## config.mk

```make
export PLATFORM = sky130hd
export DESIGN_NAME = cocb_regs
export DESIGN_NICKNAME = d
export VERILOG_FILES = /design/src/cocb_pkg.sv /design/src/cocb_clk_gate.sv /design/src/cocb_regs.sv
export VERILOG_INCLUDE_DIRS = /design/src
export SDC_FILE = /design/constraint.sdc
export NUM_CORES = 1
export LEC_CHECK = 0
export ABC_AREA = 1
export BUFFER_PORTS_ARGS = -buffer_cell sky130_fd_sc_hd__clkbuf_2
export CORE_AREA = 2 2 93 95
export DETAILED_ROUTE_END_ITERATION = 16
export DIE_AREA = 0 0 95 97
export MAX_ROUTING_LAYER = met4
export PLACE_DENSITY = 0.8
export SLEW_MARGIN = 20
export SYNTH_ARGS = -nofsm -noshare
export SYNTH_HDL_FRONTEND = slang
export SYNTH_SLANG_ARGS = --single-unit
```

## constraint.sdc

```tcl
create_clock -name ref_clk -period 4 [get_ports ref_clk]
set_input_delay 1 -clock ref_clk [delete_from_list [all_inputs] [get_ports ref_clk]]
set_output_delay 1 -clock ref_clk [all_outputs]
set_load 0.005 [all_outputs]
```

## src/cocb_defs.svh

```systemverilog
/*
 clock output control bytes: register indexes, field positions, reset values
 and serial framing constants. assumes inclusion by bare name.
*/
`ifndef COCB_DEFS_SVH
`define COCB_DEFS_SVH
`define COCB_SLAVE_ADDR 7'h69
`define COCB_CMD_CODE 8'h00
`define COCB_MAX_COUNT 8'h20
`define COCB_NUM_BYTES 3'h5
`define COCB_IDX_CTRL 3'h0
`define COCB_IDX_CPU 3'h1
`define COCB_IDX_BUS 3'h2
`define COCB_IDX_FIXED 3'h3
`define COCB_IDX_MID 3'h4
`define COCB_B0_SPREAD 7
`define COCB_B0_HUB_SEL 5
`define COCB_B0_HALT_PIN 4
`define COCB_B0_BUS_HALT 3
`define COCB_RST_B0 8'h00
`define COCB_RST_B1 8'h07
`define COCB_RST_B2 8'h7F
`define COCB_RST_B3 8'hC7
`define COCB_RST_B4 8'h3F
`define COCB_WMASK_B0 8'hA8
`define COCB_WMASK_B1 8'h3F
`define COCB_WMASK_B2 8'h7F
`define COCB_WMASK_B3 8'hFF
`define COCB_WMASK_B4 8'h3F
`endif

```

## src/cocb_pkg.sv

```systemverilog
/*
 types for the clock output control bytes. assumes cocb_defs.svh nearby.
*/
package cocb_pkg;
   typedef enum logic [2:0] {
      COCB_IDLE = 3'h0,
      COCB_ADDR = 3'h1,
      COCB_CMD = 3'h3,
      COCB_COUNT = 3'h2,
      COCB_DATA = 3'h6,
      COCB_IGNORE = 3'h7
   } cocb_state_t;
endpackage

```

## src/cocb_clk_gate.sv

```systemverilog
/*
 glitch-free stop of one clock output. assumes clk_in is a level stream
 with phases of one or more ref_clk cycles, sampled on ref_clk; stopping waits for the low phase.
*/
`timescale 1ns/1ps
module cocb_clk_gate (
   // clock and reset
   input wire logic ref_clk,
   input wire logic rst_n,
   // clock stream and run request
   input wire logic clk_in,
   input wire logic run,
   // gated output
   output logic clk_out
);
   logic run_ff;
   logic out_ff;
   // the run decision only changes while the source is low, so the current
   // high phase always completes
   always_ff @(posedge ref_clk or negedge rst_n) begin
      if (!rst_n) begin
         run_ff <= 1'b0;
      end else if (!clk_in) begin
         run_ff <= run;
      end
   end
   always_ff @(posedge ref_clk or negedge rst_n) begin
      if (!rst_n) begin
         out_ff <= 1'b0;
      end else begin
         out_ff <= clk_in & run_ff;
      end
   end
   assign clk_out = out_ff;
endmodule

```

## src/cocb_regs.sv

```systemverilog
/*
 clock output control bytes 0..4 with a two-wire block-write receiver and
 glitch-free output gating. assumes scl/sda inputs are synchronous to
 ref_clk and the clock sources arrive as sampled level streams.
*/
`timescale 1ns/1ps
`include "cocb_defs.svh"
module cocb_regs (
   // clock and reset
   input wire logic ref_clk,
   input wire logic rst_n,
   // serial management pins
   input wire logic scl,
   input wire logic sda_in,
   output logic sda_out,
   output logic sda_oe,
   // straps and halt pins
   input wire logic [2:0] freq_select,
   input wire logic cpu_halt_n,
   // clock sources
   input wire logic src_cpu,
   input wire logic src_bus,
   input wire logic src_mid,
   input wire logic src_48,
   // control outputs
   output logic spread_en,
   output logic hub_sel_48,
   output logic [4:0] mid_rate_en,
   // gated clocks
   output logic [2:0] cpu_clk,
   output logic [6:0] bus_clk,
   output logic [2:0] bus_free_clk,
   output logic [2:0] buffered_66_clock,
   output logic mid_rate_clock_zero,
   output logic graphics_hub_clock,
   output logic mid_rate_clock_five,
   output logic display_48_clock,
   output logic usb_48_clock
);
   logic [7:0] reg_ff [5];
   logic [2:0] strap_ff;
   logic strap_done_ff;
   logic scl_d_ff, sda_d_ff;
   cocb_pkg::cocb_state_t st_ff;
   logic [3:0] bit_ff;
   logic [7:0] sh_ff;
   logic [5:0] left_ff;
   logic [2:0] idx_ff;
   logic ack_ff;
   logic start_c, stop_c, rise_c, fall_c, byte_c;
   logic byte_ok, due_ff;
   logic [7:0] rbyte;

   function automatic logic [7:0] wmask(input logic [2:0] i);
      case (i)
         3'h0: wmask = `COCB_WMASK_B0;
         3'h1: wmask = `COCB_WMASK_B1;
         3'h2: wmask = `COCB_WMASK_B2;
         3'h3: wmask = `COCB_WMASK_B3;
         default: wmask = `COCB_WMASK_B4;
      endcase
   endfunction

   assign rise_c = scl & ~scl_d_ff;
   assign fall_c = ~scl & scl_d_ff;
   assign start_c = scl & scl_d_ff & sda_d_ff & ~sda_in;
   assign stop_c = scl & scl_d_ff & ~sda_d_ff & sda_in;
   assign byte_c = rise_c && bit_ff == 4'h7;
   assign rbyte = {sh_ff[6:0], sda_in};
   // each byte's answer is settled at its eighth bit from the state it
   // arrived in, so counters left over from an earlier frame play no part
   assign byte_ok = (st_ff == cocb_pkg::COCB_ADDR &&
      rbyte == {`COCB_SLAVE_ADDR, 1'b0}) ||
      (st_ff == cocb_pkg::COCB_CMD && rbyte == `COCB_CMD_CODE) ||
      (st_ff == cocb_pkg::COCB_COUNT && rbyte != 8'h00 &&
      rbyte <= `COCB_MAX_COUNT) ||
      (st_ff == cocb_pkg::COCB_DATA);

   always_ff @(posedge ref_clk or negedge rst_n) begin
      if (!rst_n) begin
         scl_d_ff <= 1'b1;
         sda_d_ff <= 1'b1;
      end else begin
         scl_d_ff <= scl;
         sda_d_ff <= sda_in;
      end
   end

   // straps caught on the first clock after reset release
   always_ff @(posedge ref_clk or negedge rst_n) begin
      if (!rst_n) begin
         strap_ff <= 3'h0;
         strap_done_ff <= 1'b0;
      end else if (!strap_done_ff) begin
         strap_ff <= freq_select;
         strap_done_ff <= 1'b1;
      end
   end

   // bit counter and shifter; bit 8 is the acknowledge slot
   always_ff @(posedge ref_clk or negedge rst_n) begin
      if (!rst_n) begin
         bit_ff <= 4'h0;
         sh_ff <= 8'h00;
      end else if (start_c || stop_c) begin
         bit_ff <= 4'h0;
      end else if (rise_c) begin
         sh_ff <= rbyte;
         bit_ff <= (bit_ff == 4'h8) ? 4'h0 : bit_ff + 4'h1;
      end
   end

   always_ff @(posedge ref_clk or negedge rst_n) begin
      if (!rst_n) begin
         st_ff <= cocb_pkg::COCB_IDLE;
         left_ff <= 6'h00;
         idx_ff <= 3'h0;
      end else if (start_c) begin
         st_ff <= cocb_pkg::COCB_ADDR;
      end else if (stop_c) begin
         st_ff <= cocb_pkg::COCB_IDLE;
      end else if (byte_c) begin
         unique case (st_ff)
            cocb_pkg::COCB_ADDR:
               st_ff <= byte_ok ? cocb_pkg::COCB_CMD :
                  cocb_pkg::COCB_IGNORE;
            cocb_pkg::COCB_CMD:
               st_ff <= byte_ok ? cocb_pkg::COCB_COUNT :
                  cocb_pkg::COCB_IGNORE;
            cocb_pkg::COCB_COUNT: begin
               idx_ff <= `COCB_IDX_CTRL;
               left_ff <= rbyte[5:0];
               st_ff <= byte_ok ? cocb_pkg::COCB_DATA :
                  cocb_pkg::COCB_IGNORE;
            end
            cocb_pkg::COCB_DATA: begin
               // the index parks past byte 4 so long counts never wrap
               if (idx_ff < `COCB_NUM_BYTES) begin
                  idx_ff <= idx_ff + 3'h1;
               end
               left_ff <= left_ff - 6'h01;
               if (left_ff == 6'h01) begin
                  st_ff <= cocb_pkg::COCB_IGNORE;
               end
            end
            cocb_pkg::COCB_IDLE, cocb_pkg::COCB_IGNORE: ;
         endcase
      end
   end

   // answer owed for the byte just shifted in; bytes past index 4 inside
   // the count are acked but dropped, bytes past the count are not acked
   always_ff @(posedge ref_clk or negedge rst_n) begin
      if (!rst_n) begin
         due_ff <= 1'b0;
      end else if (start_c || stop_c) begin
         due_ff <= 1'b0;
      end else if (byte_c) begin
         due_ff <= byte_ok;
      end
   end

   always_ff @(posedge ref_clk or negedge rst_n) begin
      if (!rst_n) begin
         ack_ff <= 1'b0;
      end else if (start_c || stop_c) begin
         ack_ff <= 1'b0;
      end else if (fall_c && bit_ff == 4'h8) begin
         ack_ff <= due_ff;
      end else if (fall_c) begin
         ack_ff <= 1'b0;
      end
   end
   assign sda_out = 1'b0;
   assign sda_oe = ack_ff;

   // only writable positions take the data byte
   always_ff @(posedge ref_clk or negedge rst_n) begin
      if (!rst_n) begin
         reg_ff[0] <= `COCB_RST_B0;
         reg_ff[1] <= `COCB_RST_B1;
         reg_ff[2] <= `COCB_RST_B2;
         reg_ff[3] <= `COCB_RST_B3;
         reg_ff[4] <= `COCB_RST_B4;
      end else if (byte_c && st_ff == cocb_pkg::COCB_DATA &&
                   idx_ff < `COCB_NUM_BYTES) begin
         reg_ff[idx_ff] <= (reg_ff[idx_ff] & ~wmask(idx_ff)) |
            (rbyte & wmask(idx_ff));
      end
   end

   // read view of byte 0; its halt and strap bits also drive mid_rate_en[1:0]
   logic [7:0] status_byte;
   assign status_byte = {reg_ff[0][7], 1'b0, reg_ff[0][5], cpu_halt_n,
      reg_ff[0][3], strap_ff};

   assign spread_en = reg_ff[0][`COCB_B0_SPREAD];
   assign hub_sel_48 = reg_ff[0][`COCB_B0_HUB_SEL];
   assign mid_rate_en = {reg_ff[4][3], reg_ff[4][4], reg_ff[4][5],
      status_byte[4], status_byte[2]};

   logic bus_halt;
   logic [2:0] cpu_run;
   logic [6:0] bus_run;
   logic [2:0] free_run;
   assign bus_halt = reg_ff[0][`COCB_B0_BUS_HALT];
   assign cpu_run = reg_ff[1][2:0] & (reg_ff[1][5:3] | {3{cpu_halt_n}});
   assign bus_run = reg_ff[2][6:0] & {7{~bus_halt}};
   assign free_run = reg_ff[3][2:0] & ~(reg_ff[3][5:3] & {3{bus_halt}});

   logic [21:1] g_src, g_run, g_out;
   assign g_src = {{3{src_cpu}}, {7{src_bus}}, {3{src_bus}}, {3{src_mid}},
      src_mid, hub_sel_48 ? src_48 : src_mid, src_mid, src_48, src_48};
   assign g_run = {cpu_run, bus_run, free_run, reg_ff[4][2:0], reg_ff[4][5],
      reg_ff[4][4], reg_ff[4][3], reg_ff[3][7], reg_ff[3][6]};

   genvar g;
   generate
      for (g = 1; g < 22; g++) begin : gate
         cocb_clk_gate u_gate (
            .ref_clk(ref_clk),
            .rst_n(rst_n),
            .clk_in(g_src[g]),
            .run(g_run[g]),
            .clk_out(g_out[g])
         );
      end
   endgenerate

   assign cpu_clk = g_out[21:19];
   assign bus_clk = g_out[18:12];
   assign bus_free_clk = g_out[11:9];
   assign buffered_66_clock = g_out[8:6];
   assign mid_rate_clock_zero = g_out[5];
   assign graphics_hub_clock = g_out[4];
   assign mid_rate_clock_five = g_out[3];
   assign display_48_clock = g_out[2];
   assign usb_48_clock = g_out[1];
endmodule

```

==> metrics <==
Residual DRC 0; clock skew 10.63 ps; Tot Pwr 0.002063 W; GRT overflow 0; via/cell ratio 5.307; ranking of synthesized cells by area dfrtp_1, nand2_1, dfstp_2, inv_1, nand3_1; Hold Startpoint gate[1].u_gate.run_ff; vias 3784; initial antenna violation count 0; CTS-repair resized insts 0; TritonCTS clock tree yes; non-filler cells, final 713; ys async rst share 100.0%; Synth top area share 43.29%; 1st-iter DRT viols 189; share of cells above drive strength 1 16.78%; final max-slew violation count 0; CTS root buffer clkbuf_8; H-tree depth 3; period utilization 58.16%; RSZ-0062 raised after global routing false; endpoints failing setup 0; drt first pass iters 4; CP startpoint kind flop; Clk Latency, worst-skew pair 380 ps; clock input transition at the sequential cells of the worst setup and hold paths 110 ps; critical path class flop to flop; Syn Area/Cell 8.817 um^2; CTS Buffer Depth 2; power per cell area 378.9 mW/mm^2; final instance area 0.005445 mm^2; antenna-violating nets left 0; DPL Wire Length 7372 um; Ant. Diodes 0; count leader, synth nand2_1; Netlist Area Pre-Place 0.005087 mm^2; P_leak 3.060 nW; drt wl/cell 14.11 um; Starting Density 62.54%; Synth area leader dfrtp_1; Netlist cell types 34; Worst Path Required 4270 ps; row cnt 33; final hold vios 0; placer congestion estimate 0.9000; status complete, no violations; Area after DPL 0.005246 mm^2; IO Port Bufs 38; Max Cap Violations 0; Die W 95 um; Ys Warns 0; Synth top cells by count nand2_1, dfrtp_1, inv_1, nand3_1, o21ai_0; worst rel slew slack 45.93%; Placed Instances 697; io pins 42; CP Capture Type flop; Fmax achieved 0.4299 GHz; total core area 0.008134 mm^2; gr usage total 24.98%; Critical Path Start idx_ff[0]; Core Util, Final 66.94%; Die Area 0.009215 mm^2; CP arrival 2600 ps; CTS Hold Bufs 0; Post-synth EDFFs 0; top fanout value on the critical path 8; vias in the first global route 3811; Die H 97 um; Post-synth top flop dfrtp_1; Layout area overhead 7.034%; HP Class flop to flop; Tightest Pin Transition 811.0 ps; Post-Syn Instances 577; Seq/Total Area, Yosys 55.16%; synthesized flop and latch total 111; Post-Syn Nets 597; CTS sink cnt 111; Total Routed Length 10060 um; Max VDD drop 0.1728 mV; post-CTS setup buffer count 0; first-pass GRT wire length 17440 um; min cycle time layout 2326 ps; number of buffers created by CTS 9; fin nets 623; Sum Neg Setup Slack 0 ps; largest net degree at the start of global routing 69; r2r startpoint idx_ff[0]
[registers in the layout, summed over array words and instances, names as in the netlist]
signal               count
reg_ff                  29
gate.u_gate.clk_out     21
gate.u_gate.run_ff      21
sh_ff                    7
left_ff                  6
g_run                    5
bit_ff                   4
idx_ff                   3
mid_rate_en              3
st_ff                    3
bus_halt                 1
due_ff                   1
hub_sel_48               1
scl_d_ff                 1
sda_d_ff                 1
sda_oe                   1
spread_en                1
strap_done_ff            1
strap_ff                 1
[where the power goes]
| part | switching, W | total, W | internal [W] |
|---|---|---|---|
| clock | 0.000410 | 0.000670 | 0.000260 |
| combinational | 0.000128 | 0.000182 | 0.0000539 |
| sequential | 0.0000458 | 0.00121 | 0.00116 |
| total | 0.000584 | 0.00206 | 0.00148 |
[worst max-delay path, cell delays in order (launching register included)]
cell     delay [ps]
dfrtp_1         460
ha_1            240
ha_1            210
a21oi_1         280
nand3_1         350
a21oi_1         230
nand4_1         260
nand3_1         150
nand2_1          50
[layout make-up]
type | instances | area (um^2)
flip-flops and latches | 111 | 2806
fillers | 660 | 2689
clock inverters | 6 | 61.31
well taps | 105 | 131.4
clock buffers | 10 | 137.6
multi-input cells | 358 | 1787
inverters | 83 | 314.1
repair buffers | 40 | 207.7
[placed cells by master, fill, tap and decap left out, types with 3 or more instances in the layout]
master and instances:
clkbuf_8 10, nand2_1 167, o21ai_1 8, o22ai_1 6, nor3_1 3, inv_6 3, buf_4 3, o21ai_0 39
inv_2 7, o31ai_1 4, a21oi_1 18, nor2_1 27, ha_1 8, clkbuf_2 37, dfrtp_1 88, nor2_8 6
nand3_1 49, inv_1 75, nand4_1 5, dfstp_2 23
[per-layer routing]
metal	up-vias	track usage [%]	part of all wire, %
met5	-	-	0
met4	0	9.922	2.7
met3	25	3.816	4.5
met2	84	39.55	49
met1	1818	32.35	44
li1	1857	-	-
[through the flow]
stage / hold WS (ps) / setup slack, ps
6_report: 466.3 / 1674
5_1_grt: 491.3 / 1525
4_1_cts: 469.9 / 1767
3_5_place_dp: 441.0 / 1402
3_3_place_gp: 434.4 / 1440
2_1_floorplan: 421.4 / 1889
[kinds of logic (layout without fill, tap and decap cells)]
kind of cell | Yosys count | in the layout | synth area share (%)
and+or+nand+nor | 265 | 265 | 23.88
DFF | 111 | 111 | 55.16
buffers and inverters | 108 | 139 | 9.715
AOI/OAI and AO/OA | 79 | 79 | 8.362
adders and majority gates | 8 | 8 | 1.968
other | 2 | 2 | 0.1476
xor gates and xnor gates | 2 | 2 | 0.3444
muxes | 2 | 2 | 0.4181
[path summary, 6_finish.rpt]
kind                                          end  slack (ps)  depth (start not counted)
setup / recovery                       reg_ff[33]        1670                          8
hold / removal             gate[1].u_gate.clk_out         470                          2
setup reg to reg                       reg_ff[33]        1670                          8
hold reg to reg            gate[1].u_gate.clk_out         470                          2
max in group asynchronous                sda_d_ff        2430                          2
min in group asynchronous  gate[6].u_gate.clk_out         700                          1
Power figures use the tool's default switching activity.
